[config.mk]
export PLATFORM = sky130hd
export DESIGN_NAME = rbf_top
export DESIGN_NICKNAME = d
export VERILOG_FILES = /design/src/rtl/rbf_pkg.sv /design/src/rtl/rbf_skid.sv /design/src/rtl/rbf_top.sv
export SDC_FILE = /design/constraint.sdc
export NUM_CORES = 1
export LEC_CHECK = 0
export BUFFER_PORTS_ARGS = -buffer_cell sky130_fd_sc_hd__buf_2
export CAP_MARGIN = 20
export CORE_MARGIN = 2
export CORE_UTILIZATION = 55
export DETAILED_ROUTE_END_ITERATION = 16
export HOLD_SLACK_MARGIN = 0.12
export PLACE_DENSITY = 0.76
export RECOVER_POWER = 25
export SLEW_MARGIN = 15
export SYNTH_ARGS = -nofsm -noshare
export SYNTH_HDL_FRONTEND = slang
export SYNTH_SLANG_ARGS = --single-unit
[constraint.sdc]
create_clock -name sys_clk -period 2.08 [get_ports sys_clk]
set_input_delay 0.104 -clock sys_clk [delete_from_list [all_inputs] [get_ports sys_clk]]
set_output_delay 0.104 -clock sys_clk [all_outputs]
set_load 0.005 [all_outputs]
[src/rtl/rbf_pkg.sv]
// Shared constants for the block memory ROM and FIFO modes
package rbf_pkg;
    localparam int RBF_DATA_W = 8;
    localparam int RBF_ROM_AW = 8;
    localparam int RBF_FIFO_AW = 4;
    localparam int RBF_SYNC_STAGES = 2;
    localparam bit RBF_ROM_OUT_REG = 1'b1;
    localparam bit RBF_DUAL_CLOCK = 1'b0;
    localparam logic [RBF_DATA_W-1:0] RBF_ROM_SEED = 8'hA5;
    localparam logic [RBF_DATA_W-1:0] RBF_DATA_RST = 8'h00;
    localparam logic RBF_EMPTY_RST = 1'b1;
    localparam logic RBF_FULL_RST = 1'b0;
    typedef enum logic [2:0] {
        RBF_SK_NONE = 3'b001,
        RBF_SK_ONE = 3'b010,
        RBF_SK_TWO = 3'b100
    } rbf_skid_state_t;
endpackage : rbf_pkg

[src/rtl/rbf_skid.sv]
// Two-entry output buffer between FIFO storage and the reader
`timescale 1ns/10ps
module rbf_skid #(
    parameter int DW = rbf_pkg::RBF_DATA_W
) (
    input wire logic sys_clk,
    input wire logic rst_n,
    input wire logic in_valid,
    output logic in_ready,
    input wire logic [DW-1:0] in_data,
    output logic out_valid,
    input wire logic out_ready,
    output logic [DW-1:0] out_data
);
    import rbf_pkg::*;

    rbf_skid_state_t state;
    logic [DW-1:0] spare;
    logic push;
    logic pop;

    // Ready depends only on state, so a stalled reader stalls the FIFO
    assign in_ready = (state != RBF_SK_TWO);
    assign push = in_valid & in_ready;
    assign pop = out_valid & out_ready;

    always_ff @(posedge sys_clk) begin
        if (!rst_n) begin
            state <= RBF_SK_NONE;
        end else begin
            case (state)
                RBF_SK_NONE: begin
                    if (push) begin
                        state <= RBF_SK_ONE;
                    end
                end
                RBF_SK_ONE: begin
                    if (push && !pop) begin
                        state <= RBF_SK_TWO;
                    end else if (pop && !push) begin
                        state <= RBF_SK_NONE;
                    end
                end
                RBF_SK_TWO: begin
                    if (pop) begin
                        state <= RBF_SK_ONE;
                    end
                end
                default: begin
                    state <= RBF_SK_NONE;
                end
            endcase
        end
    end

    always_ff @(posedge sys_clk) begin
        if (!rst_n) begin
            out_valid <= 1'b0;
            out_data <= RBF_DATA_RST;
            spare <= RBF_DATA_RST;
        end else begin
            if (state == RBF_SK_TWO) begin
                if (pop) begin
                    out_data <= spare;
                end
            end else if (!out_valid || pop) begin
                out_valid <= push;
                if (push) begin
                    out_data <= in_data;
                end
            end else if (push) begin
                spare <= in_data;
            end
        end
    end
endmodule : rbf_skid

[src/rtl/rbf_top.sv]
// Block memory in ROM mode and in FIFO mode
//
// Functional notes
// - ROM holds fixed contents set at build
// - ROM read address is registered first when ROM_OUT_REG is set
// - Build option: address register plus output register, or output register only
// - ROM read behaves as single-port RAM read
// - FIFO offers shared-clock or crossing-style pointer paths
`timescale 1ns/10ps
module rbf_top #(
    parameter int DW = rbf_pkg::RBF_DATA_W,
    parameter int ROM_AW = rbf_pkg::RBF_ROM_AW,
    parameter int FIFO_AW = rbf_pkg::RBF_FIFO_AW,
    parameter bit ROM_OUT_REG = rbf_pkg::RBF_ROM_OUT_REG,
    parameter bit DUAL_CLOCK = rbf_pkg::RBF_DUAL_CLOCK,
    parameter logic [DW-1:0] ROM_SEED = rbf_pkg::RBF_ROM_SEED
) (
    input wire logic sys_clk,
    input wire logic rst_n,
    input wire logic rom_rd_en,
    input wire logic [ROM_AW-1:0] rom_addr,
    output logic [DW-1:0] rom_data,
    input wire logic wr_valid,
    input wire logic [DW-1:0] wr_data,
    output logic wr_ready,
    output logic fifo_full,
    output logic fifo_empty,
    output logic rd_valid,
    input wire logic rd_ready,
    output logic [DW-1:0] rd_data
);
    import rbf_pkg::*;

    localparam int ROM_DEPTH = 1 << ROM_AW;
    localparam int FIFO_DEPTH = 1 << FIFO_AW;

    // ROM storage
    logic [DW-1:0] rom [ROM_DEPTH];
    logic [ROM_AW-1:0] rom_addr_q;
    logic rom_en_q;

    // fixed contents
    // Contents are a constant table; nothing in normal operation writes it
    for (genvar i = 0; i < ROM_DEPTH; i++) begin : g_rom
        assign rom[i] = DW'(i) ^ ROM_SEED;
    end

    always_ff @(posedge sys_clk) begin
        if (!rst_n) begin
            rom_addr_q <= '0;
            rom_en_q <= 1'b0;
        end else begin
            rom_en_q <= rom_rd_en;
            if (rom_rd_en) begin
                rom_addr_q <= rom_addr;
            end
        end
    end

    // single-port read timing
    // Direct mode merges address register and lookup to keep a flop on the pin
    always_ff @(posedge sys_clk) begin
        if (!rst_n) begin
            rom_data <= RBF_DATA_RST;
        end else if (ROM_OUT_REG) begin
            if (rom_en_q) begin
                rom_data <= rom[rom_addr_q];
            end
        end else if (rom_rd_en) begin
            rom_data <= rom[rom_addr];
        end
    end

    // FIFO storage and pointers, one extra bit for wrap
    logic [DW-1:0] mem [FIFO_DEPTH];
    logic [FIFO_AW:0] wr_bin;
    logic [FIFO_AW:0] rd_bin;
    logic [FIFO_AW:0] wr_gray;
    logic [FIFO_AW:0] rd_gray;
    logic [FIFO_AW:0] next_wr_bin;
    logic [FIFO_AW:0] next_rd_bin;
    logic [FIFO_AW:0] next_wr_gray;
    logic [FIFO_AW:0] next_rd_gray;
    logic [FIFO_AW:0] wr_seen;
    logic [FIFO_AW:0] rd_seen;
    logic [FIFO_AW:0] wr_sync [RBF_SYNC_STAGES];
    logic [FIFO_AW:0] rd_sync [RBF_SYNC_STAGES];
    logic do_write;
    logic do_read;
    logic skid_ready;
    logic empty_q;

    assign do_write = wr_valid & wr_ready;
    // reads while empty are not issued
    // a word written to an empty FIFO is readable two cycles after its write cycle with shared-clock pointers, four with crossing style
    assign do_read = !empty_q & skid_ready;

    assign next_wr_bin = wr_bin + (FIFO_AW + 1)'(do_write);
    assign next_rd_bin = rd_bin + (FIFO_AW + 1)'(do_read);
    assign next_wr_gray = next_wr_bin ^ (next_wr_bin >> 1);
    assign next_rd_gray = next_rd_bin ^ (next_rd_bin >> 1);

    // clocking choice
    // Crossing style sees the far pointer late, so flags stay safe but lag
    always_ff @(posedge sys_clk) begin
        if (!rst_n) begin
            for (int s = 0; s < RBF_SYNC_STAGES; s++) begin
                wr_sync[s] <= '0;
                rd_sync[s] <= '0;
            end
        end else begin
            wr_sync[0] <= wr_gray;
            rd_sync[0] <= rd_gray;
            for (int s = 1; s < RBF_SYNC_STAGES; s++) begin
                wr_sync[s] <= wr_sync[s-1];
                rd_sync[s] <= rd_sync[s-1];
            end
        end
    end

    assign wr_seen = DUAL_CLOCK ? wr_sync[RBF_SYNC_STAGES-1] : wr_gray;
    assign rd_seen = DUAL_CLOCK ? rd_sync[RBF_SYNC_STAGES-1] : rd_gray;

    always_ff @(posedge sys_clk) begin
        if (do_write) begin
            mem[wr_bin[FIFO_AW-1:0]] <= wr_data;
        end
    end

    // full flag from next write pointer
    always_ff @(posedge sys_clk) begin
        if (!rst_n) begin
            wr_bin <= '0;
            wr_gray <= '0;
            fifo_full <= RBF_FULL_RST;
            wr_ready <= !RBF_FULL_RST;
        end else begin
            wr_bin <= next_wr_bin;
            wr_gray <= next_wr_gray;
            fifo_full <= (next_wr_gray == {~rd_seen[FIFO_AW:FIFO_AW-1],
                rd_seen[FIFO_AW-2:0]});
            wr_ready <= (next_wr_gray != {~rd_seen[FIFO_AW:FIFO_AW-1],
                rd_seen[FIFO_AW-2:0]});
        end
    end

    // empty flag from next read pointer
    always_ff @(posedge sys_clk) begin
        if (!rst_n) begin
            rd_bin <= '0;
            rd_gray <= '0;
            empty_q <= RBF_EMPTY_RST;
            fifo_empty <= RBF_EMPTY_RST;
        end else begin
            rd_bin <= next_rd_bin;
            rd_gray <= next_rd_gray;
            empty_q <= (next_rd_gray == wr_seen);
            fifo_empty <= (next_rd_gray == wr_seen);
        end
    end

    rbf_skid #(
        .DW(DW)
    ) u_skid (
        .sys_clk(sys_clk),
        .rst_n(rst_n),
        .in_valid(do_read),
        .in_ready(skid_ready),
        .in_data(mem[rd_bin[FIFO_AW-1:0]]),
        .out_valid(rd_valid),
        .out_ready(rd_ready),
        .out_data(rd_data)
    );
endmodule : rbf_top

Word level (Yosys, flattened, before mapping)
Memory sizes are Yosys's and may differ from the RTL's. A register that Yosys moved wholly into a read port is not among the register bits.
Index checks and enable logic that the tools add are counted.
{"block": "classes", "eq_ne": 10, "bitwise_logic": 10, "muxes": 12, "n_addsub": 2, "n_reduce_logical": 14}
{"operator": "8-bit 2-to-1 mux", "n": 4}
{"operator": "3-bit 2-to-1 mux", "n": 4}
{"operator": "5-bit by 1-bit adder with 5-bit output", "n": 2}
{"operator": "5-bit equality test", "n": 2}
{"operator": "5-bit by 4-bit bitwise XOR with 5-bit output", "n": 2}
{"operator": "8-bit inverter with 9-bit output", "n": 1}
{"operator": "3-bit case mux with 3 select lines", "n": 1}
{"operator": "3-bit AND reduction", "n": 3}
{"operator": "1-bit logical NOT", "n": 5}
{"operator": "5-bit != test", "n": 1}
{"operator": "1-bit bitwise AND", "n": 4}
{"operator": "4-bit 2-to-1 mux", "n": 1}
{"operator": "2-bit by 1-bit != test with 1-bit output, second input constant", "n": 2}
{"operator": "2-bit nonzero test", "n": 2}
{"operator": "3-bit by 1-bit equality test with 1-bit output, second input constant", "n": 1}
{"operator": "3-bit by 2-bit equality test with 1-bit output, second input constant", "n": 1}
{"operator": "3-bit equality test, second input constant", "n": 1}
{"operator": "3-bit by 1-bit != test with 1-bit output, second input constant", "n": 1}
{"operator": "3-bit != test, second input constant", "n": 1}
{"operator": "1-bit logical AND", "n": 2}
{"operator": "1-bit 2-to-1 mux", "n": 2}
{"operator": "1-bit inverter", "n": 2}
{"operator": "2-bit inverter", "n": 1}
{"operator": "2-bit AND reduction", "n": 1}
{"operator": "1-bit logical OR", "n": 1}
{"block": "totals", "mem_bits_ro": 2048, "ramBits": 128, "input_bits": 21, "memories": 2, "output_inout_bits": 20, "register_bits": 52, "elab_cells": 63}
{"name": "(no name shown)", "depth": 256, "width": 8, "read_ports": 1, "rd_ports_with_merged_regs": 1, "write_ports": 0, "line": "rbf_top.sv:67", "rtl": "rom_data <= rom[rom_addr_q];"}
{"name": "mem", "depth": 16, "width": 8, "read_ports": 1, "rd_ports_with_merged_regs": 1, "write_ports": 1, "line": "rbf_top.sv:75", "rtl": "logic [DW-1:0] mem [FIFO_DEPTH];"}

Logic depth before layout (Yosys ltp)
Gate-level depths: netlist (run 1).
{"block": "depth", "ltp_word": 8, "mapped_depth": 9}

By module
Synthesis (run 1) repeated with hierarchy kept, for this count alone.
{"block": "hier_totals", "cells_unflattened": 472, "hier_area_um2": 7671.1}
{"mod": "rbf_top", "seq_area_each_um2": 4604.4, "n_inst": 1, "cells_each": 357, "area_per_inst_um2": 6658.9}
{"mod": "rbf_skid", "seq_area_each_um2": 400.4, "n_inst": 1, "cells_each": 115, "area_per_inst_um2": 1012.2}

Worst setup path after synthesis (run 1)
No wires, ideal clock.
{"block": "synth_path", "kind": "register to register", "start": "register wr_ready", "end": "memory mem[0][0] (netlist name) (enable)", "stages_incl_launch_ff": 5, "path_buffers": 1, "synth_period_minus_slack_ns": 2.076, "arrival_time_ns": 1.693, "path_slack_ns": 0.004, "path_cell_list": "dfxtp_1 > and2_1 > clkbuf_1 > or3b_2 > nor3_1"}
{"block": "synth_via", "elab_chain_cells": 3}
{"item": "start, declared", "line": "rbf_top.sv:25", "rtl": "output logic wr_ready,"}
{"item": "start signal, assigned", "line": "rbf_top.sv:136", "rtl": "wr_ready <= !RBF_FULL_RST;"}
{"item": "start signal, assigned", "line": "rbf_top.sv:142", "rtl": "wr_ready <= (next_wr_gray != {~rd_seen[FIFO_AW:FIFO_AW-1],"}
{"item": "1-bit bitwise AND", "line": "rbf_top.sv:93", "rtl": "assign do_write = wr_valid & wr_ready;"}
{"item": "1-bit 2-to-1 mux", "line": "rbf_top.sv:125", "rtl": "if (do_write) begin"}
{"item": "1-bit 2-to-1 mux (implied by the code)", "line": "rbf_top.sv:126", "rtl": "mem[wr_bin[FIFO_AW-1:0]] <= wr_data;"}
{"item": "end, declared", "line": "rbf_top.sv:75"}
No other way between the ends.

Worst setup path in the final report (run 1)
{"block": "layout_path", "start": "register wr_ready", "end": "register wr_ready"}
{"block": "layout_via", "elab_chain_cells": 4}
{"item": "1-bit bitwise AND", "line": "rbf_top.sv:93"}
{"item": "5-bit by 1-bit adder with 5-bit output", "line": "rbf_top.sv:98", "rtl": "assign next_wr_bin = wr_bin + (FIFO_AW + 1)'(do_write);"}
{"item": "5-bit by 4-bit bitwise XOR with 5-bit output", "line": "rbf_top.sv:100", "rtl": "assign next_wr_gray = next_wr_bin ^ (next_wr_bin >> 1);"}
{"item": "5-bit != test", "line": "rbf_top.sv:142"}
No other way between the ends.
A chain may end at the register's enable or synchronous reset.

==> impl_results.md, run 1 <==
* LEAKAGE at ~3.2 nW
* Die X at 121 um
* Die height at roughly 120 um
* Starting Density at a little under three fifths
* Final layout net count at between 600 and 700
* Placer Congestion at 0.778
* Global-route wire length before repair at between 20,000 and 25,000 um
* Antenna diodes at 0
* Max Used Layer: met4
* Seq. cell area at 5010 um^2
* Fin Hold WS at between 200 and 250 ps
* Total core area at about 13,000 um^2
* Crit-path max FO at 5
* WL met1 at about 6600 um
* #FFs+latches synth at around 190
* Area of the multi-input gates at roughly 2400 um^2
* Syn_nets at 537
* Pre-CTS setup slack at roughly 50 ps
* Root cell of the clock tree: clkbuf_16
* Number of flops mapped to enable cells by yosys at between 100 and 150
* Setup Viol. Count Final at 0
* Cell Area, Synth at between 7000 and 8000 um^2
* Inserted Clock Buffers at 17
* Drt initial violations at 475
* Post-synthesis async set-or-reset flop share at 0%
* I/O Buffers at 40
* Met3 WL at approximately 770 um
* Yosys Warn Count at 0
* Routed length on met2 at roughly 7900 um
* Period utilization at 93.7%
* Mapped Avg Cell Area at between 10 and 15 um^2
* Via density per instance at approximately 5.7
* Max_slew headroom at a little over two fifths
* Worst Hold Class: primary input to register
* Area Growth Syn to Fin at 19.2%
* Setup crit end kind: register
* Total number of vias at between 4,000 and 5,000
* Min Tclk post-route at slightly below 2000 ps
* Peak VDD IR at ~0.00055 V
* Number of global-route vias before repair at roughly 4,700
* Die area at 14,700 um^2
* Syn Inst Count at slightly above 500
* Most common cell after layout, fill and taps aside: edfxtp_1
* Main synth FF type: edfxtp_1
* Final WS setup at roughly 130 ps
* # DRC at 0
* Clk_lat worst skew at around 420 ps
* Initial antenna violation count at 0
* Slew Limit Fails at 0
* Critical Path AT at 2250 ps
* Count of cell types in the netlist at between 40 and 50
* WL/cell at 19.8 um
* Sequential-to-total area share from yosys stat at approximately two thirds
* Status: finished clean
* GRT Util Overall at between 20% and 30%
* Gr ovfl total at 0
* Layout fillers at roughly 910
* Post-Place Cell Area at about 8100 um^2
* Layout cells sized above 1 at a little under a quarter
* DRT antenna net count at 0
* Skew final at ~9 ps
* CP required at ~2400 ps
* Pin count of the biggest net entering global routing at 28
* WL final at ~16,000 um
* Commonest non-fill, non-tap cells in the layout: 128 x edfxtp_1, 56 x dfxtp_1, 47 x mux2i_1
* Final Hold Vio Count at 0
* Final instance area at 8990 um^2
* Pre-antenna DRT Iters at 5
* Achievable Freq at 513 MHz
* MaxCap Viol Count at 0
* Htree depth at 4
* Worst slew pin tran at ~850 ps
* Startpoint types: register
* Post-DP HPWL at about 10,000 um
* R2r setup slk at 130 ps
* Pwr dens at between 1000 and 1500 nW/um^2
* Clock sink count at around 190
* I/O Pins at 41
* CTS max path bufs at 2
* CTS tree: built
* Worst-path clk slew at 70 ps
* FP Rows at 42
* Crit Path Category: register to register
## logic make-up after synthesis
family / Yosys count / share of synthesized area [%]
simple gates: 149 / 10.6
compound gates: 49 / 5.01
mux: 71 / 12.2
fa+ha+maj: 4 / 0.664
flops: 186 / 66.4
xor+xnor: 25 / 3.25
buf+inv: 28 / 1.88
## stage by stage
stage | TNS, ps | power [mW] | utilization [%] | std cells
after floorplan | 0 | 5.43 | - | 512
after global placement | 0 | 5.90 | 61.2 | 738
after detailed placement | 0 | 5.95 | 61.2 | 738
after CTS | 0 | 9.33 | 67.3 | 789
after global routing | -4.72 | 9.65 | 67.6 | 789
final | 0 | 9.30 | 67.6 | 789
## worst paths after layout
check              start     endpoint  cells past startpoint
min reg2reg  rom_data[2]  rom_data[2]                      1
max reg2reg     wr_ready     wr_ready                      7
min             wr_valid    wr_bin[0]                      4
max             wr_ready     wr_ready                      7
## critical path, cell delays in order, from the launching register on
cell and delay, ps:
dfxtp_1 320, and2_1 140, ha_1 230, nand3_2 140
xor2_4 250, xor2_1 250, mux2i_1 130, or3_1 370
## routing by layer
metal / track usage (%) / vias up
met5: 0 / -
met4: 8.58 / 0
met3: 5.26 / 30
met2: 38.2 / 140
met1: 30.0 / 2212
li1: - / 2094
## what timing repair did
| action | 4_1_cts | 5_1_grt |
|---|---|---|
| resized for setup | 0 | 9 |
| hold buffers | 19 | 0 |
| endpoints found under the hold margin | 141 | 0 |
| buffers inserted | 0 | 0 |
| endpoints found under the setup margin | 0 | 2 |
## Yosys cell counts, types with 8 or more instances
library cell    n  area, um^2
nand2_1        33         124
edfxtp_1      128        3840
mux4_2         16         360
nand4_1         8        50.1
xor2_1         12         105
dfxtp_1        58        1160
nor2b_1        19         119
and2_1         22         138
o221ai_1        8        70.1
nand3_1        13        65.1
a211oi_1        8        60.1
xnor2_1        11        96.3
nor2_1         30         113
a22oi_1        18         135
mux2_2          8        90.1
clkbuf_1        9        33.8
mux2i_1        47         470
## flip-flops by register name, indices dropped and copies added, names as in the netlist, 3 cells and up
register         count
u_skid.out_data      8
rd_gray              5
rom_data             8
mem                128
u_skid.spare         8
wr_gray              4
rd_bin               4
rom_addr_q           8
u_skid.state         3
wr_bin               5
## cell type report
type	count	area share, %
sequential	186	55.7
multi-input combinational	298	27.2
timing repair buffer	94	7.60
clock buffer	18	4.78
tap	176	2.45
clock inverter	14	2.14
inverter	3	0.125
## where the power goes
part / leakage, nW / internal [mW] / switching, mW
logic: 1.29 / 0.822 / 0.859
registers: 1.63 / 4.13 / 0.122
clock network: 0.299 / 2.02 / 1.35
(Power assumes the default switching activity.)
==> run 2: changes to the inputs <==
--- a/config.mk
+++ b/config.mk
@@ -10,10 +10,13 @@
 export CORE_MARGIN = 2
 export CORE_UTILIZATION = 55
 export DETAILED_ROUTE_END_ITERATION = 16
+export GPL_ROUTABILITY_DRIVEN = 1
 export HOLD_SLACK_MARGIN = 0.12
+export MAX_ROUTING_LAYER = met4
 export PLACE_DENSITY = 0.76
 export RECOVER_POWER = 25
 export SLEW_MARGIN = 15
 export SYNTH_ARGS = -nofsm -noshare
 export SYNTH_HDL_FRONTEND = slang
+export SYNTH_HIERARCHICAL = 1
 export SYNTH_SLANG_ARGS = --single-unit
==> run 2 against run 1 <==
Against the previous run: the flow now finishes with violations (negative setup slack); critical path depth is 1 lower; wire length increased by 6.9%; sequential cell count unchanged; maximum frequency shrank 9.8%; critical endpoint is now u_skid/out_data[7]; highest routed layer unchanged.
==> impl_results.md, run 2 <==
* Htree depth at 4
* MaxCap Viol Count at 0
* Combinational family with the most area after synthesis: multiplexers
* Antenna diodes at 0
* FP Rows at 43
* Initial antenna violation count at 0
* Cells after DPL at about 700
* Adder-Cell Fraction of Synth Area at 0.816%
* Via density per instance at between 5 and 6
* WL final at roughly 17,000 um
* XOR/XNOR Fraction of Synth Area at about 3%
* Clk_lat worst skew at about 430 ps
* Commonest non-fill, non-tap cells in the layout: 128 x edfxtp_1, 56 x dfxtp_1, 42 x buf_4
* Inserted Clock Buffers at 17
* Layout fillers at about 890
* #FFs+latches synth at around 190
* R2r setup slk at -80 ps
* Count leader, synth: edfxtp_1
* Most common cell after layout, fill and taps aside: edfxtp_1
* Worst Hold Class: primary input to register
* Crit-path cells: clkbuf_16 -> buf_6 -> mux4_2 -> mux4_2 -> nor4_2 -> a311oi_1
* Layout cells sized above 1 at roughly a third
* Post-synthesis compound-gate area fraction at under 10%
* Die height at ~120 um
* Clock sink count at around 190
* Max incr delay on CP at approximately 560 ps
* Skew final at 8.80 ps
* CTS tree: built
* Mapped Avg Cell Area at ~16 um^2
* Multiplexer area fraction after synthesis at roughly 17%
* # DRC at 0
* I/O Buffers at 40
* Post-DP HPWL at approximately 9400 um
* Pwr Total at 9.66 mW
* Yosys Warn Count at 6
* Total core area at roughly 14,000 um^2
* Post-synthesis async set-or-reset flop share at 0%
* Worst-path clk slew at around 70 ps
* Final layout net count at around 600
* Ranking of synthesized cells by area: edfxtp_1 50%, dfxtp_1 15%, mux4_1 9.6%
* GRT Util Overall at 23.8%
* Placer Congestion at between 0.8 and 0.9
* Max_slew headroom at 55.1%
* Pre-CTS setup slack at -193 ps
* CP dominant cell by count: mux4_2
* Global-route wire length before repair at 24,800 um
* Period utilization at 104%
* Startpoint types: register
* CP required at around 2400 ps
* Number of stages on the worst hold path at 2
* Setup crit end kind: register
* Number of global-route vias before repair at approximately 4,400
* Peak VDD IR at between 0.0006 and 0.0007 V
* Syn Inst Count at roughly 470
* Critical path's slowest cell: mux4_2
* Achievable Freq at 463 MHz
* WL/cell at roughly 22 um
* Area Growth Syn to Fin at 22.1%
* Crit-path max FO at 5
* Pin count of the biggest net entering global routing at 36
* Final WS setup at -80.3 ps
* Pwr dens at between 1000 and 1500 nW/um^2
* Die X at 122 um
* Final Hold Vio Count at 0
* Drt initial violations at just under 500
* Pre-antenna DRT Iters at 5
* RSZ-0062 raised after global routing: yes
* Critical Path AT at between 2000 and 2500 ps
* Util after Layout at roughly two thirds
* Reg-to-Reg End: u_skid/out_data[7]
* Main synth FF type: edfxtp_1
* Status: finished with violations
* I/O Pins at 41
* Slew Limit Fails at 0
* Hold_sp: rst_n
* Gr ovfl total at 0
* Total number of vias at around 4,500
* Syn_nets at between 400 and 500
* Top post-synthesis cells by count: 128 x edfxtp_1, 58 x dfxtp_1, 28 x mux4_1
* Max FFs per register at 128
* Critical R2R Launch: rd_bin[0]
* Root cell of the clock tree: clkbuf_16
* Violations in the final reports: negative setup slack
* Cell Area, Synth at around 7700 um^2
* Setup Viol. Count Final at 6
* Min Tclk post-route at approximately 2200 ps
* Count of cell types in the netlist at 47
* LEAKAGE at around 3.3 nW
* Reg2Reg Depth at 6
* Synth top area share at 50.1%
* DRT antenna net count at 0
* Number of flops mapped to enable cells by yosys at about 130
* Die area at between 10,000 and 15,000 um^2
* Worst hold endpoint: u_skid/state[0]
* Worst slew pin tran at just under 700 ps
* Synth Area in Simple Gates at 8.45%
* Sequential-to-total area share from yosys stat at 65.2%
* CTS max path bufs at 2
* Crit Path Category: register to register
* Starting Density at around 56%
* Final cell count without fillers at 769
* Synth area leader: edfxtp_1
-- run 2: cell types whose count changed in the layout (fill, tap and decap cells not counted), sizes merged, moves of 8 or more --
cell and change:
mux4 +24, mux2i -22, a22oi -18, buf +15
nor2 -14, inv +12, a211oi -9, a311oi +8
nand3 -8, o221ai -8, o31ai +8
-- run 2: how the worst max path moves through the flow --
stage / start / end / slack, ps / cells after the start
finish: rd_bin[0] / u_skid/out_data[7] / -80 / 6
global route: rd_bin[0] / u_skid/out_data[6] / -110 / 5
CTS: rd_bin[0] / u_skid/out_data[7] / -90 / 5
detailed placement: rd_bin[0] / u_skid/out_data[6] / -190 / 5
global placement: rd_bin[0] / u_skid/out_data[3] / -170 / 5
floorplan: wr_ready / wr_ready / 10 / 9
-- run 2: logic make-up after synthesis --
kind of cell | count (synthesis)
AOI/OAI and AO/OA | 30
muxes | 66
xor gates and xnor gates | 25
buffers and inverters | 43
adders and majority gates | 5
and+or+nand+nor | 117
DFF | 186
-- run 2: where the power goes --
group / switching, mW / leakage (nW) / internal (mW)
clock: 1.37 / 0.275 / 1.78
combinational: 0.994 / 1.40 / 1.24
sequential: 0.151 / 1.63 / 4.13
total: 2.51 / 3.31 / 7.15
-- run 2: critical path: cells and delay by family, from the launching register on --
kind | cells | cell delay [ps]
mux | 2 | 1070
flops | 1 | 460
buf+inv | 2 | 290
simple gates | 1 | 160
compound gates | 1 | 70
-- run 2: metal layers --
layer  GRT usage [%]  wire length [um]
met2            38.1              8570
met1            30.1              6870
met5               -                 0
met3            5.66               989
met4            8.33               289
-- run 2: layout make-up --
class,instances,area (um^2),area share [%]
clock inverter,13,145,1.55
tap,180,225,2.40
clock buffer,18,429,4.58
multi-input combinational,243,2590,27.7
timing repair buffer,114,911,9.72
sequential,186,5010,53.5
inverter,15,56.3,0.601
-- run 2: repair_timing --
action	4_1_cts	5_1_grt
resized for setup	39	28
pin swaps	7	14
endpoints found under the hold margin	139	0
endpoints found under the setup margin	10	12
hold buffers	21	0
buffers inserted	1	9
cloned	1	2
-- run 2: per-stage QoR --
stage                     area (um^2)  setup TNS [ps]  hold slack (ps)
after floorplan                  7700               0              203
after global placement           8280            -984              362
after detailed placement         8280           -1430              368
after CTS                        9130            -327              164
after global routing             9370            -684              188
final                            9370            -286              169
==> run 3: changes to the inputs <==
--- a/config.mk
+++ b/config.mk
@@ -20,3 +20,4 @@
 export SYNTH_HDL_FRONTEND = slang
 export SYNTH_HIERARCHICAL = 1
 export SYNTH_SLANG_ARGS = --single-unit
+export TNS_END_PERCENT = 10
==> run 3 against run 2 <==
Against the previous run: the flow still finishes with violations (negative setup slack); non-clock buffer count shrank 4; clock power grew 1%; die area is the same; sequential cell count is the same; core utilization shrank 0.90 points; largest cell class unchanged; largest power group unchanged.
==> impl_results.md, run 3 (synthesis gave the netlist of run 2 again) <==
* Max FFs per register at 128
* Clock sink count at 186
* CP dominant cell by count: mux4_2
* Layout fillers at 939
* Pwr dens at 1020 nW/um^2
* Pre-CTS setup slack at -274 ps
* Critical path's slowest cell: mux4_2
* Final WS setup at -47.7 ps
* Final layout net count at about 600
* Clk_lat worst skew at 430 ps
* Min Tclk post-route at approximately 2100 ps
* DRT antenna net count at 0
* Net Sw Frac at approximately 26%
* I/O Buffers at 40
* Total number of vias at roughly 4,300
* Commonest non-fill, non-tap cells in the layout: 128 x edfxtp_1, 56 x dfxtp_1, 45 x buf_4
* Worst path depth at 6
* Total core area at roughly 14,000 um^2
* Die area at around 15,000 um^2
* Antenna diodes at 0
* Peak VDD IR at between 0.0006 and 0.0007 V
* Reg2Reg Depth at 6
* CTS tree: built
* Die X at approximately 120 um
* Crit-path cells: buf_12 -> buf_4 -> mux4_2 -> mux4_2 -> nor4_2 -> a311oi_1
* Pin count of the biggest net entering global routing at 37
* Max incr delay on CP at around 540 ps
* Achievable Freq at roughly 470 MHz
* # DRC at 0
* Slew Limit Fails at 0
* Htree depth at 4
* Crit Path Category: register to register
* Final Hold Vio Count at 0
* Most common cell after layout, fill and taps aside: edfxtp_1
* Placer Congestion at 0.804
* Inserted Clock Buffers at 17
* Crit-path max FO at 12
* RSZ-0062 raised after global routing: yes
* Area Growth Syn to Fin at 20.5%
* MaxCap Viol Count at 0
* Starting Density at 55.7%
* Worst path top cell family by delay: multiplexers
* Startpoint types: register
* Worst slew pin tran at roughly 670 ps
* Skew final at just under 6 ps
* Post-DP HPWL at around 9600 um
* Setup Viol. Count Final at 3
* FP Rows at 43
* CTS max path bufs at 2
* Fin Setup TNS at -72.6 ps
* WL final at approximately 16,000 um
* Die height at 122 um
* Internal at about 7.0 mW
* Critical Path AT at approximately 2400 ps
* WP buf/inv at 2
* Violations in the final reports: negative setup slack
* LEAKAGE at between 3 and 4 nW
* I/O Pins at 41
* Number of global-route vias before repair at roughly 4,400
* Number of stages on the worst hold path at 4
* Via density per instance at 5.68
* Drt initial violations at between 400 and 500
* CP required at about 2400 ps
* Flop pwr share at a little under half
* Period utilization at 102%
* Clock Power Share at between 30% and 40%
* GRT Util Overall at 22.9%
* Max_slew headroom at 55.6%
* Switching pwr at about 2.4 mW
* Worst Hold Class: primary input to register
* Initial antenna violation count at 0
* Worst-path clk slew at roughly 70 ps
* Logic pwr share at between 20% and 30%
* Global-route wire length before repair at ~24,000 um
* Layout cells sized above 1 at between 20% and 30%
* Pre-antenna DRT Iters at 4
* WL/cell at slightly above 20 um
* Status: finished with violations
* Setup crit end kind: register
* Root cell of the clock tree: clkbuf_16
* Gr ovfl total at 0
## run 3: cell count changes in the layout (fill, tap and decap cells not counted), sizes merged
cell | before | now
clkbuf | 27 | 23
dlygate4sd3 | 21 | 20
clkinv | 4 | 5
## run 3: power by group through the flow
| stage | sequential, mW | combinational, mW | clock (mW) |
|---|---|---|---|
| detailed placement | 4.32 | 1.73 | 0 |
| finish | 4.27 | 2.00 | 3.18 |
| global placement | 4.31 | 1.68 | 0 |
| global route | 4.28 | 2.16 | 3.38 |
| CTS | 4.26 | 1.95 | 3.23 |
| floorplan | 4.31 | 1.23 | 0 |
## run 3: path summary, 6_finish.rpt
check	to	slack (ps)	startpoint
max	u_skid/out_data[5]	-50	rd_bin[0]
min	wr_bin[0]	170	wr_valid
max reg2reg	u_skid/out_data[5]	-50	rd_bin[0]
min reg2reg	u_skid/out_data[1]	460	u_skid/out_data[1]
## run 3: area by class of cell
type	instances	area, um^2	area share (%)
Clock buffer	17	425	4.60
Clock inverter	14	165	1.79
Inverter	15	56.3	0.609
Tap cell	180	225	2.44
Multi-Input combinational cell	243	2520	27.3
Sequential cell	186	5010	54.2
Timing Repair Buffer	110	838	9.07
## run 3: timing repair
item,4_1_cts,5_1_grt
resized for setup,30,12
pin swaps,8,5
hold endpoints to repair,141,0
cloned,1,0
hold buffers,20,0
buffers inserted,2,2
endpoints found under the setup margin,12,12
## run 3: stage by stage
| step | hold slack (ps) | utilization (%) | cell area, um^2 | std cells | total power [mW] |
|---|---|---|---|---|---|
| 5_1_grt | 170 | 67.1 | 9250 | 765 | 9.82 |
| 4_1_cts | 203 | 66.7 | 9190 | 763 | 9.44 |
| 6_report | 174 | 67.1 | 9250 | 765 | 9.45 |
| 3_3_place_gp | 363 | 60.5 | 8330 | 709 | 5.99 |
| 3_5_place_dp | 375 | 60.5 | 8330 | 709 | 6.05 |
| 2_1_floorplan | 203 | - | 7690 | 472 | 5.54 |
## run 3: worst min-delay path: cells and delay by family
family / cells / cell delay (ps)
adder cells (fa/ha/maj): 1 / 140
AND/OR/NAND/NOR: 2 / 260
buffers and inverters: 1 / 80
## run 3: routing by layer
layer / wire length, um / share of wire, % / track usage [%]
met5: 0 / 0 / -
met4: 405 / 2.6 / 8.76
met3: 973 / 6.3 / 6.13
met2: 7860 / 51 / 36.5
met1: 6310 / 41 / 28.3
